## src/rtl/css_pkg.sv

```systemverilog
// Purpose: shared constants and types of the command sync block
// Assumes: 32-bit register port, byte offsets on 8-bit address
// Notes: raw status holds seven bits, upper bits read zero
package css_pkg;

////////////////////////////////////////////////////////////////////////////
// register offsets
localparam logic [7:0] OFS_PARSER_MODE = 8'h00;
localparam logic [7:0] OFS_STATUS_WMASK = 8'h04;
localparam logic [7:0] OFS_RAW_STATUS = 8'h08;
localparam logic [7:0] OFS_IDENTITY = 8'h0C;
localparam logic [7:0] OFS_REPORT_MASK = 8'h10;
localparam logic [7:0] OFS_IRQ_ENABLE = 8'h14;
localparam logic [7:0] OFS_ERR_MASK = 8'h18;

////////////////////////////////////////////////////////////////////////////
// field positions and widths
localparam int ST_W = 7;
localparam int ERR_W = 8;
localparam int NPLANE = 2;
localparam int PM_SYNC = 0;
localparam int ST_ERR = 0;
localparam int ST_THERM = 1;
localparam int ST_SYNC = 2;
localparam int ST_FLIP0 = 3;
localparam int ST_VBL0 = 5;
localparam logic [ST_W-1:0] FLIP_BITS = 7'h18;
localparam logic [31:0] HWS_DWORD = 32'h00000000;

////////////////////////////////////////////////////////////////////////////
// reset values
localparam logic [ST_W-1:0] WMASK_RST = 7'h7F;
localparam logic [ST_W-1:0] RMASK_RST = 7'h7F;
localparam logic [ST_W-1:0] IER_RST = 7'h00;
localparam logic [ERR_W-1:0] EMASK_RST = 8'hFF;

////////////////////////////////////////////////////////////////////////////
// types
typedef enum logic [2:0] {
    CMD_OTHER = 3'b000,
    CMD_FLUSH = 3'b001,
    CMD_FLIP = 3'b010,
    CMD_STORE = 3'b011,
    CMD_BATCH = 3'b100,
    CMD_REPORT = 3'b101
} css_cmd_e;

typedef enum logic [2:0] {
    S_IDLE = 3'b000,
    S_FLUSH = 3'b001,
    S_CLR = 3'b010,
    S_TOG = 3'b011,
    S_ACK = 3'b100
} css_state_e;

typedef struct packed {
    logic valid;
    css_cmd_e kind;
    logic plane;
} css_cmd_s;

typedef struct packed {
    logic wr;
    logic rd;
    logic [7:0] addr;
    logic [31:0] wdata;
} css_bus_s;

typedef struct packed {
    logic valid;
    logic [31:0] dword;
    logic [31:0] data;
} css_hws_s;

endpackage

```

## src/rtl/css_pin_sync.sv

```systemverilog
// Purpose: three-stage synchroniser for asynchronous pins
// Assumes: one clock, asynchronous active-low reset
// Notes: output changes only when stages two and three agree
`timescale 1ns/100ps
`default_nettype none
module css_pin_sync #(
    parameter int W = 3
) (
    input wire logic i_sys_clk,
    input wire logic i_arst_n,
    input wire logic [W-1:0] i_pin,
    output var logic [W-1:0] o_level
);

////////////////////////////////////////////////////////////////////////////
// per-bit chain
genvar g;
generate
    for (g = 0; g < W; g++) begin : g_bit
        logic [2:0] s_reg;
        logic lvl_reg;
        always_ff @(posedge i_sys_clk or negedge i_arst_n) begin
            if (!i_arst_n) begin
                s_reg <= 3'h0;
                lvl_reg <= 1'b0;
            end else begin
                s_reg <= {s_reg[1:0], i_pin[g]};
                if (s_reg[1] == s_reg[2]) begin
                    lvl_reg <= s_reg[2];
                end
            end
        end
        assign o_level[g] = lvl_reg;
    end
endgenerate

endmodule
`default_nettype wire

```

## src/rtl/css_cmd_sync.sv

```systemverilog
// Purpose: parser sync, on-demand flush and raw status bits
// Assumes: command source holds valid until ack, plain register port
// Notes: vblank and thermal arrive from pins and are synchronised
`timescale 1ns/100ps
`default_nettype none
module css_cmd_sync
    import css_pkg::*;
(
    input wire logic i_sys_clk,
    input wire logic i_arst_n,
    input wire css_bus_s i_bus,
    output var logic [31:0] o_rdata,
    input wire css_cmd_s i_cmd,
    output var logic o_cmd_ack,
    input wire logic i_mi_busy,
    output var logic o_flush_req,
    input wire logic i_engines_idle,
    input wire logic i_cache_done,
    input wire logic [ERR_W-1:0] i_err,
    input wire logic i_thermal_pin,
    input wire logic [NPLANE-1:0] i_vblank_pin,
    output var logic [NPLANE-1:0] o_flip_done,
    output var css_hws_s o_hws,
    input wire logic i_hws_ready,
    output var logic o_irq
);

typedef struct packed {
    css_state_e st;
    logic is_sync;
    logic ack;
    logic flush_req;
    logic sync_en;
    logic [ST_W-1:0] wmask;
    logic [ST_W-1:0] rmask;
    logic [ST_W-1:0] irq_enable_mask;
    logic [ERR_W-1:0] emask;
    logic [ST_W-1:0] raw;
    logic [ST_W-1:0] ident;
    logic [NPLANE-1:0] vbl_d;
    logic [NPLANE-1:0] flip_done;
    css_hws_s hws;
    logic [31:0] rdata;
    logic irq;
} css_regs_s;

css_regs_s q_reg;
css_regs_s q_next;
logic [NPLANE:0] pin_level;
logic [NPLANE-1:0] vbl_s;
logic therm_s;
logic take;
logic flush_ok;
logic [NPLANE-1:0] vbl_rise;

////////////////////////////////////////////////////////////////////////////
// pin synchronisers
css_pin_sync #(.W(NPLANE + 1)) u_sync (
    .i_sys_clk(i_sys_clk),
    .i_arst_n(i_arst_n),
    .i_pin({i_thermal_pin, i_vblank_pin}),
    .o_level(pin_level)
);
assign vbl_s = pin_level[NPLANE-1:0];
assign therm_s = pin_level[NPLANE];
assign vbl_rise = vbl_s & ~q_reg.vbl_d;
assign flush_ok = i_engines_idle & i_cache_done;
assign take = (q_reg.st == S_IDLE) & ~q_reg.sync_en & i_cmd.valid
    & ~i_mi_busy;

////////////////////////////////////////////////////////////////////////////
// next state
always_comb begin
    logic [ST_W-1:0] ev;
    logic [ST_W-1:0] w1c;
    ev = '0;
    w1c = '0;
    q_next = q_reg;
    q_next.ack = 1'b0;
    q_next.flip_done = '0;
    q_next.vbl_d = vbl_s;
    q_next.rdata = 32'h00000000;
    // parser sequence
    case (q_reg.st)
        S_IDLE: begin
            if (q_reg.sync_en) begin
                q_next.st = S_FLUSH;
                q_next.is_sync = 1'b1;
                q_next.flush_req = 1'b1;
            end else if (take && i_cmd.kind == CMD_FLUSH) begin
                q_next.st = S_FLUSH;
                q_next.is_sync = 1'b0;
                q_next.flush_req = 1'b1;
            end else if (take) begin
                // flips, stores, reports, batches retire on the next cycle
                q_next.st = S_ACK;
                q_next.ack = 1'b1;
            end
        end
        S_FLUSH: begin
            // store and flip completion is not waited on
            if (flush_ok) begin
                q_next.flush_req = 1'b0;
                if (q_reg.is_sync) begin
                    q_next.st = S_CLR;
                end else begin
                    q_next.st = S_ACK;
                    q_next.ack = 1'b1;
                end
            end
        end
        S_CLR: begin
            q_next.sync_en = 1'b0;
            q_next.st = S_TOG;
        end
        S_TOG: begin
            q_next.st = S_IDLE;
        end
        S_ACK: begin
            q_next.st = S_IDLE;
        end
        default: begin
            q_next.st = S_IDLE;
        end
    endcase
    // register writes
    if (i_bus.wr) begin
        case (i_bus.addr)
            OFS_PARSER_MODE: begin
                if (i_bus.wdata[PM_SYNC]) begin
                    q_next.sync_en = 1'b1;
                end
            end
            OFS_STATUS_WMASK: q_next.wmask = i_bus.wdata[ST_W-1:0];
            OFS_IDENTITY: w1c = i_bus.wdata[ST_W-1:0];
            OFS_REPORT_MASK: q_next.rmask = i_bus.wdata[ST_W-1:0];
            OFS_IRQ_ENABLE: q_next.irq_enable_mask = i_bus.wdata[ST_W-1:0];
            OFS_ERR_MASK: q_next.emask = i_bus.wdata[ERR_W-1:0];
            default: ;
        endcase
    end
    // raw status bits
    q_next.raw[ST_ERR] = |(i_err & ~q_reg.emask);
    q_next.raw[ST_THERM] = therm_s;
    if (q_reg.st == S_TOG) begin
        q_next.raw[ST_SYNC] = ~q_reg.raw[ST_SYNC];
    end
    for (int p = 0; p < NPLANE; p++) begin
        if (vbl_rise[p]) begin
            q_next.raw[ST_VBL0 + p] = 1'b1;
            if (q_reg.raw[ST_FLIP0 + p]) begin
                q_next.raw[ST_FLIP0 + p] = 1'b0;
                q_next.flip_done[p] = 1'b1;
            end
        end else if (!vbl_s[p]) begin
            q_next.raw[ST_VBL0 + p] = 1'b0;
        end
        if (take && i_cmd.kind == CMD_FLIP && i_cmd.plane == p[0]) begin
            q_next.raw[ST_FLIP0 + p] = 1'b1;
        end
    end
    // identity: flips on falling edge, others on rising
    ev = (q_next.raw & ~q_reg.raw & ~FLIP_BITS)
        | (~q_next.raw & q_reg.raw & FLIP_BITS);
    q_next.ident = (q_reg.ident & ~w1c) | (ev & ~q_reg.rmask);
    q_next.irq = |(q_next.ident & q_next.irq_enable_mask);
    // status page write
    if (q_reg.hws.valid && i_hws_ready) begin
        q_next.hws.valid = 1'b0;
    end
    if (|((q_next.raw ^ q_reg.raw) & ~q_reg.wmask)) begin
        q_next.hws.valid = 1'b1;
        q_next.hws.dword = HWS_DWORD;
        q_next.hws.data = {{(32-ST_W){1'b0}}, q_next.raw};
    end
    // read data, one cycle later
    if (i_bus.rd) begin
        case (i_bus.addr)
            OFS_PARSER_MODE: q_next.rdata[PM_SYNC] = q_reg.sync_en;
            OFS_STATUS_WMASK: q_next.rdata[ST_W-1:0] = q_reg.wmask;
            OFS_RAW_STATUS: q_next.rdata[ST_W-1:0] = q_reg.raw;
            OFS_IDENTITY: q_next.rdata[ST_W-1:0] = q_reg.ident;
            OFS_REPORT_MASK: q_next.rdata[ST_W-1:0] = q_reg.rmask;
            OFS_IRQ_ENABLE: q_next.rdata[ST_W-1:0] = q_reg.irq_enable_mask;
            OFS_ERR_MASK: q_next.rdata[ERR_W-1:0] = q_reg.emask;
            default: q_next.rdata = 32'h00000000;
        endcase
    end
end

////////////////////////////////////////////////////////////////////////////
// state register
always_ff @(posedge i_sys_clk or negedge i_arst_n) begin
    if (!i_arst_n) begin
        q_reg <= '0;
        q_reg.st <= S_IDLE;
        q_reg.wmask <= WMASK_RST;
        q_reg.rmask <= RMASK_RST;
        q_reg.irq_enable_mask <= IER_RST;
        q_reg.emask <= EMASK_RST;
    end else begin
        q_reg <= q_next;
    end
end

assign o_rdata = q_reg.rdata;
assign o_cmd_ack = q_reg.ack;
assign o_flush_req = q_reg.flush_req;
assign o_flip_done = q_reg.flip_done;
assign o_hws = q_reg.hws;
assign o_irq = q_reg.irq;

////////////////////////////////////////////////////////////////////////////
// assertions
property p_accept_ready;
    @(posedge i_sys_clk) disable iff (!i_arst_n)
    $rose(o_cmd_ack) && $past(q_reg.st) == S_IDLE |-> !$past(i_mi_busy);
endproperty
a_accept_ready: assert property (p_accept_ready)
    else $error("command taken while earlier command busy");

property p_flush_stall;
    @(posedge i_sys_clk) disable iff (!i_arst_n)
    q_reg.st == S_FLUSH && !flush_ok |=> q_reg.st == S_FLUSH && !o_cmd_ack;
endproperty
a_flush_stall: assert property (p_flush_stall)
    else $error("flush left before engines idle");

property p_flush_adv;
    @(posedge i_sys_clk) disable iff (!i_arst_n)
    q_reg.st == S_FLUSH && flush_ok && !q_reg.is_sync
        |=> o_cmd_ack && !o_flush_req ##1 !o_cmd_ack;
endproperty
a_flush_adv: assert property (p_flush_adv)
    else $error("flush did not advance to next command");

property p_sync_take;
    @(posedge i_sys_clk) disable iff (!i_arst_n)
    q_reg.st == S_IDLE && q_reg.sync_en
        |=> q_reg.st == S_FLUSH && o_flush_req && !o_cmd_ack;
endproperty
a_sync_take: assert property (p_sync_take)
    else $error("flush request not taken while idle");

property p_sync_order;
    @(posedge i_sys_clk) disable iff (!i_arst_n)
    q_reg.st == S_CLR
        |=> !q_reg.sync_en ##1 q_reg.raw[ST_SYNC] != $past(q_reg.raw[ST_SYNC]);
endproperty
a_sync_order: assert property (p_sync_order)
    else $error("request bit not cleared before toggle");

property p_hws_launch;
    @(posedge i_sys_clk) disable iff (!i_arst_n)
    $changed(q_reg.raw[ST_SYNC]) && !$past(q_reg.wmask[ST_SYNC])
        |-> o_hws.valid && o_hws.data[ST_SYNC] == q_reg.raw[ST_SYNC]
        && o_hws.dword == HWS_DWORD;
endproperty
a_hws_launch: assert property (p_hws_launch)
    else $error("toggle did not launch status page write");

property p_hws_any;
    @(posedge i_sys_clk) disable iff (!i_arst_n)
    |(($past(q_reg.raw) ^ q_reg.raw) & ~$past(q_reg.wmask)) |-> o_hws.valid;
endproperty
a_hws_any: assert property (p_hws_any)
    else $error("unmasked status change without write");

property p_err_bit;
    @(posedge i_sys_clk) disable iff (!i_arst_n)
    ##1 q_reg.raw[ST_ERR] == |($past(i_err) & ~$past(q_reg.emask));
endproperty
a_err_bit: assert property (p_err_bit)
    else $error("error bit does not follow unmasked errors");

property p_flip_set;
    @(posedge i_sys_clk) disable iff (!i_arst_n)
    take && i_cmd.kind == CMD_FLIP && !i_cmd.plane
        |=> q_reg.raw[ST_FLIP0] && o_cmd_ack;
endproperty
a_flip_set: assert property (p_flip_set)
    else $error("flip command did not set pending");

property p_flip_clr;
    @(posedge i_sys_clk) disable iff (!i_arst_n)
    q_reg.raw[ST_FLIP0] && vbl_rise[0]
        |=> !q_reg.raw[ST_FLIP0] && o_flip_done[0] ##1 !o_flip_done[0];
endproperty
a_flip_clr: assert property (p_flip_clr)
    else $error("vblank did not perform pending flip");

property p_flip_ident;
    @(posedge i_sys_clk) disable iff (!i_arst_n)
    $fell(q_reg.raw[ST_FLIP0]) && !$past(q_reg.rmask[ST_FLIP0])
        |-> q_reg.ident[ST_FLIP0];
endproperty
a_flip_ident: assert property (p_flip_ident)
    else $error("falling flip pending missed identity");

property p_vbl_set;
    @(posedge i_sys_clk) disable iff (!i_arst_n)
    vbl_rise[1] |=> q_reg.raw[ST_VBL0 + 1];
endproperty
a_vbl_set: assert property (p_vbl_set)
    else $error("vblank leading edge did not set status");

property p_irq;
    @(posedge i_sys_clk) disable iff (!i_arst_n)
    o_irq == |(q_reg.ident & q_reg.irq_enable_mask);
endproperty
a_irq: assert property (p_irq)
    else $error("interrupt not gated by enabled identity");

c_sync_flush: cover property (@(posedge i_sys_clk) disable iff (!i_arst_n)
    q_reg.st == S_TOG ##1 o_hws.valid);
c_full_flush: cover property (@(posedge i_sys_clk) disable iff (!i_arst_n)
    q_reg.st == S_FLUSH && !q_reg.is_sync ##[1:20] o_cmd_ack);
c_flip_cycle: cover property (@(posedge i_sys_clk) disable iff (!i_arst_n)
    $rose(q_reg.raw[ST_FLIP0]) ##[1:200] o_flip_done[0]);

endmodule
`default_nettype wire

```

## config.mk

```make
export PLATFORM = sky130hd
export DESIGN_NAME = css_cmd_sync
export DESIGN_NICKNAME = d
export VERILOG_FILES = /design/src/rtl/css_pkg.sv /design/src/rtl/css_pin_sync.sv /design/src/rtl/css_cmd_sync.sv
export SDC_FILE = /design/constraint.sdc
export NUM_CORES = 1
export LEC_CHECK = 0
export BUFFER_PORTS_ARGS = -buffer_cell sky130_fd_sc_hd__buf_4
export CAP_MARGIN = 40
export CORE_UTILIZATION = 46
export CTS_BUF_LIST = sky130_fd_sc_hd__clkbuf_4
export CTS_CLUSTER_SIZE = 10
export DETAILED_ROUTE_END_ITERATION = 10
export PLACE_DENSITY_LB_ADDON = 0.12
export SLEW_MARGIN = 40
export SYNTH_ARGS = -nofsm -noshare
export SYNTH_HDL_FRONTEND = slang
export SYNTH_HIERARCHICAL = 1
export SYNTH_SLANG_ARGS = --single-unit
```

## constraint.sdc

```tcl
create_clock -name i_sys_clk -period 2.55 [get_ports i_sys_clk]
set_input_delay 0.51 -clock i_sys_clk [delete_from_list [all_inputs] [get_ports i_sys_clk]]
set_output_delay 0.51 -clock i_sys_clk [all_outputs]
set_load 0.01 [all_outputs]
```

## Word level (Yosys, flattened, before mapping)

Index checks and enable logic that the tools add are counted.

- Register bits: 107
- Output and inout port bits: 102
- Logic and storage cells: 129
- Bits of input ports: 64

- Multiplexer cells: 44
- Reduce and logical (&&, ||, !) cells: 19
- Bitwise operators: 26
- Equality and inequality tests: 17

Operators by type and width:

| kind | number |
|---|---|
| 2-to-1 mux 65 bit | 1 |
| case mux 6 bit (6 select lines) | 1 |
| AND 7 bit | 5 |
| 2-to-1 mux 7 bit | 5 |
| 2-to-1 mux 30 bit | 1 |
| NOT 7 bit | 4 |
| 2-to-1 mux 1 bit | 25 |
| equality test 8 x 5 -> 1 bit, second input constant | 3 |
| equality test 8 x 4 -> 1 bit, second input constant | 2 |
| 2-to-1 mux 8 bit | 2 |
| OR reduction 7 bit | 2 |
| 2-to-1 mux 3 bit | 4 |
| AND reduction 2 bit | 5 |
| equality test 3 x 2 -> 1 bit, second input constant | 3 |
| case mux 3 bit (3 select lines) | 1 |
| AND 8 bit | 1 |
| equality test 8 x 3 -> 1 bit, second input constant | 1 |
| logical NOT 8 bit | 1 |
| NOT 8 bit | 1 |
| OR reduction 8 bit | 1 |
| bitwise OR 7 x 5 -> 7 bit | 1 |
| bitwise OR 7 bit | 1 |
| case mux 1 bit (7 select lines) | 1 |
| bitwise XOR 7 bit | 1 |
| other kinds (18) | 33 |

## Logic depth before layout (Yosys ltp)

- Depth in word-level cells: 14
- Mapped depth: 11
- Mapped depth without buffers: 11

## By module

Netlist, hierarchy kept.

Modules (own cells, without submodules):

| module | seq. area each (um^2) | area an instance (um^2) | instances | cells an instance |
|---|---|---|---|---|
| css_cmd_sync | 1804.2 | 4022.6 | 1 | 386 |
| css_pin_sync | 300.3 | 356.6 | 1 | 18 |

## Worst setup path after synthesis

No wires, ideal clock.

- Path type: flip-flop to flip-flop
- From: register q_reg[150] in the netlist's numbering
- To: register q_reg (netlist bit o_hws[0])
- Path slack: 0.008 ns
- Cell stages (with the launch flop): 11
- Arrival time: 2.418 ns
- Data required time: 2.425 ns
- Clock period less this slack: 2.542 ns
- Setup time: 0.125 ns
- Buffers on the path: 0
- Cell sequence: dfrtp_1 -> nor3_1 -> and3_1 -> nand3_1 -> o21ai_0 -> inv_1 -> ha_1 -> o22ai_1 -> nor3_1 -> o21ai_1 -> mux2_2

RTL lines:

| item | line | RTL |
|---|---|---|
| start, declared | css_cmd_sync.sv:47 | `css_regs_s q_reg;` |
| start signal, assigned | css_cmd_sync.sv:202 | `q_reg <= q_next;` |

==> out/qor.csv <==
stage,metric,value,unit
clocking,Root Driver,clkbuf_4,
worst_setup_path,worst r2r src,q_reg[151]$_DFFE_PN0P_,
logic_synthesis,synth top area cells,"dfrtp_1 (35%), buf_4 (17%), dfstp_2 (13%), mux2_2 (8.2%), inv_1 (2.4%)",
clocking,"Clk Latency, worst-skew pair",0.41,ns
floorplan,initial core utilization,0.4739,
worst_setup_path,worst reg2reg endpoint,o_hws[64]$_DFFE_PN0P_,
sta,Final WS setup,0.1155,ns
worst_setup_path,worst path bufs/invs,5,
global_routing,vias in the first global route,2829,
sta,Fin Setup TNS,0,ns
final_layout,layout cell share with drive strength beyond 1,0.3946,
sta,Slew headroom,0.6577,
outcome,status,"finished, final reports clean",
routing,Vias/cell,4.790,
routing,wire per inst,14.31,um
pwr,leakage,2.469,nW
worst_setup_path,kind of critical path,reg -> reg,
sta,hold slack final,0.04817,ns
pwr,Clk pwr share,0.264,
place,Post-DP HPWL,6426,um
routing,DRC,0,
floorplan,die width,99.57,um
pwr,Psw,916.5,uW
pwr,Int Power,2.287,mW
logic_synthesis,Synth area leader,dfrtp_1,
logic_synthesis,asr flop ratio synth,1.000,
clocking,clk slew on worst S/H paths,0.13,ns
pwr,Sequential Power Share,0.487,
final_layout,# nets final,550,
clocking,H-Tree Depth,3,
worst_setup_path,CP max FO,4,
sta,setup violators final,0,
worst_setup_path,Worst Path Arrival,2.75,ns
global_routing,first-pass GRT wire length,13990,um
floorplan,FP Rows,35,
run,maxcap violations,0,
worst_setup_path,Crit. End Element,flop,
final_layout,Largest register FFs,50,
clocking,Num CTS Buffers,9,
global_routing,initial antenna violation count,0,
routing,final wirelength,8771,um
floorplan,die area,9914,um2
routing,drt pass-1 iters,4,
sta,min Tclk post-route,2.435,ns
sta,final-report max-slew violation count,0,
place,routability cong.,0.8402,
place,PortBufs,60,
place,pre-CTS WS,-0.1811,ns
logic_synthesis,sequential cell area fraction in the yosys report,0.4806,
worst_setup_path,R2R cell count,14,
routing,Post-DRT Antenna Nets,0,
sta,final critical-path share of the clock period,0.9547,
final_layout,# fillers,797,
worst_setup_path,crit path max-delay cell type,dfrtp_1,
routing,DRC marker count from the first detailed-route iteration,109,
global_routing,Total GRT Usage,0.1836,
pwr,Switching Fraction,0.2861,
worst_setup_path,Top delay family on crit path,buffers and inverters,
logic_synthesis,"FF+latch count, synth",83,
pwr,Comb pwr share,0.249,
floorplan,Core Region,9240,um2
clocking,Max clock buf depth,2,
sta,Peak Freq,410.8,MHz
logic_synthesis,"Top FF cell, synth",dfrtp_1,
worst_hold_path,hold crit path type,in -> async,
sta,final hold viol count,0,
final_layout,Synth-to-Final Area Change,15.91,%
logic_synthesis,Yosys cell types,44,
worst_setup_path,CP startpoint kind,flop,
logic_synthesis,yosys warns,6,
global_routing,largest net degree at the start of global routing,47,
global_routing,gr ovfl total,0,
pwr,Peak VDD IR,0.3594,mV
sta,slew of the pin with the lowest slew margin,0.5134,ns
worst_setup_path,CP peak stage delay,0.41,ns
logic_synthesis,number of synthesized flops with an enable pin,0,
logic_synthesis,mean post-synth cell area,10.84,um2
sta,clk_skew,0.009967,ns
logic_synthesis,post-synthesis cell area,4379,um2
pwr,Tot Pwr,3.204,mW
worst_setup_path,crit path cell chain,nor3_2 -> buf_4 -> and3_4 -> nand3_4 -> o21ai_2 -> buf_6 -> inv_4 -> ha_4 -> o22ai_4 -> nor3_2 -> o21ai_2 -> clkbuf_16 -> buf_4 -> a21o_1,
floorplan,total I/O pin count,166,
pwr,Pwr Density,631.2,nW/um2
clocking,TritonCTS clock tree,built,
worst_setup_path,worst endpoint required time,2.86,ns
clocking,clk sinks,83,
logic_synthesis,share of the synthesized area in the top cell type,0.3486,
floorplan,chip height,99.57,um
final_layout,antenna cells,0,
worst_setup_path,"setup slack, reg-to-reg",0.12,ns
routing,Via Count,2936,
logic_synthesis,Post-Syn Instances,404,
-- through the flow --
| stage | std cells | instance area [um2] | utilization |
|---|---|---|---|
| floorplan | 484 | 4679 | - |
| global placement | 591 | 4740 | 0.5129 |
| detailed placement | 591 | 4740 | 0.5129 |
| CTS | 607 | 4928 | 0.5334 |
| global route | 613 | 5076 | 0.5494 |
| finish | 613 | 5076 | 0.5494 |
-- cells by family after synthesis --
family / after synthesis / synth area share
buffers and inverters: 141 / 0.2089
flip-flops: 83 / 0.4806
AO/OA/AOI/OAI: 69 / 0.1074
AND/OR/NAND/NOR: 62 / 0.07743
multiplexers: 37 / 0.09514
adder cells (fa/ha/maj): 10 / 0.02771
other: 1 / 0.0008563
XOR/XNOR: 1 / 0.002000
-- power groups by stage --
stage / Combinational (mW) / Sequential, mW / Clock (mW)
after detailed placement: 0.711 / 1.58 / 0
after CTS: 0.734 / 1.56 / 0.877
after global routing: 0.896 / 1.58 / 0.928
after floorplan: 0.471 / 1.56 / 0
after global placement: 0.702 / 1.58 / 0
final: 0.797 / 1.56 / 0.847
-- synth_stat cells (5+ instances only) --
library cell / instances
clkbuf_1: 9
inv_1: 28
dfstp_2: 22
ha_1: 7
buf_4: 102
o31ai_1: 7
o21ai_1: 7
nor2_1: 8
a21oi_1: 5
a21boi_0: 7
o22ai_1: 9
mux2_1: 5
a22oi_1: 8
o21ai_0: 11
dfrtp_1: 61
mux2_2: 32
a222oi_1: 6
and3_1: 6
nand3_1: 9
nand2_1: 18
-- worst reg2reg max path, cell delays in order (launching register included) --
cell and delay [ns]:
dfrtp_1 0.41, nor3_2 0.17, buf_4 0.14, and3_4 0.19, nand3_4 0.09, o21ai_2 0.14, buf_6 0.13, inv_4 0.03
ha_4 0.26, o22ai_4 0.06, nor3_2 0.15, o21ai_2 0.12, clkbuf_16 0.17, buf_4 0.13, a21o_1 0.14
-- routing by layer --
metal	GRT usage	share of wire	vias up
li1	-	-	1371
met5	0	0	-
met3	0.03725	0.048	12
met1	0.2452	0.46	1445
met2	0.3050	0.48	108
met4	0.04977	0.014	0
-- cell usage in the layout, fill, tap and decap left out, types with 9 or more instances in the layout --
cell / count
buf_4: 93
clkbuf_4: 11
conb_1: 81
dfrtp_1: 61
dfstp_2: 22
inv_1: 25
mux2_2: 32
nand2_1: 18
o21ai_0: 9
-- repair_timing --
action | CTS | global route
setup endpoints to repair | 8 | 7
pin swaps | 1 | 6
setup buffers | 0 | 5
resized for setup | 8 | 16
hold buffers | 0 | 0
cloned | 0 | 1
-- area by class of cell --
cell class	instances	area, um2	area share
clock buffers	11	82.58	0.01627
clock inverters	5	77.57	0.01528
inverters	28	107.6	0.02120
multi-input cells	260	1768	0.3483
flip-flops and latches	83	2105	0.4146
well taps	129	161.4	0.03180
repair buffers	97	774.5	0.1526
-- worst max-delay path by stage --
| stage | start | cells after the start | to |
|---|---|---|---|
| finish | q_reg[151]$_DFFE_PN0P_ | 14 | o_hws[64]$_DFFE_PN0P_ |
| global route | q_reg[151]$_DFFE_PN0P_ | 14 | o_hws[64]$_DFFE_PN0P_ |
| CTS | q_reg[150]$_DFFE_PN0P_ | 12 | o_irq$_DFF_PN0_ |
| detailed placement | i_mi_busy | 13 | o_hws[6]$_DFFE_PN0P_ |
| global placement | i_err[6] | 10 | o_hws[5]$_DFFE_PN0P_ |
| floorplan | q_reg[150]$_DFFE_PN0P_ | 10 | o_hws[0]$_DFFE_PN0P_ |
Power figures use the tool's default switching activity.
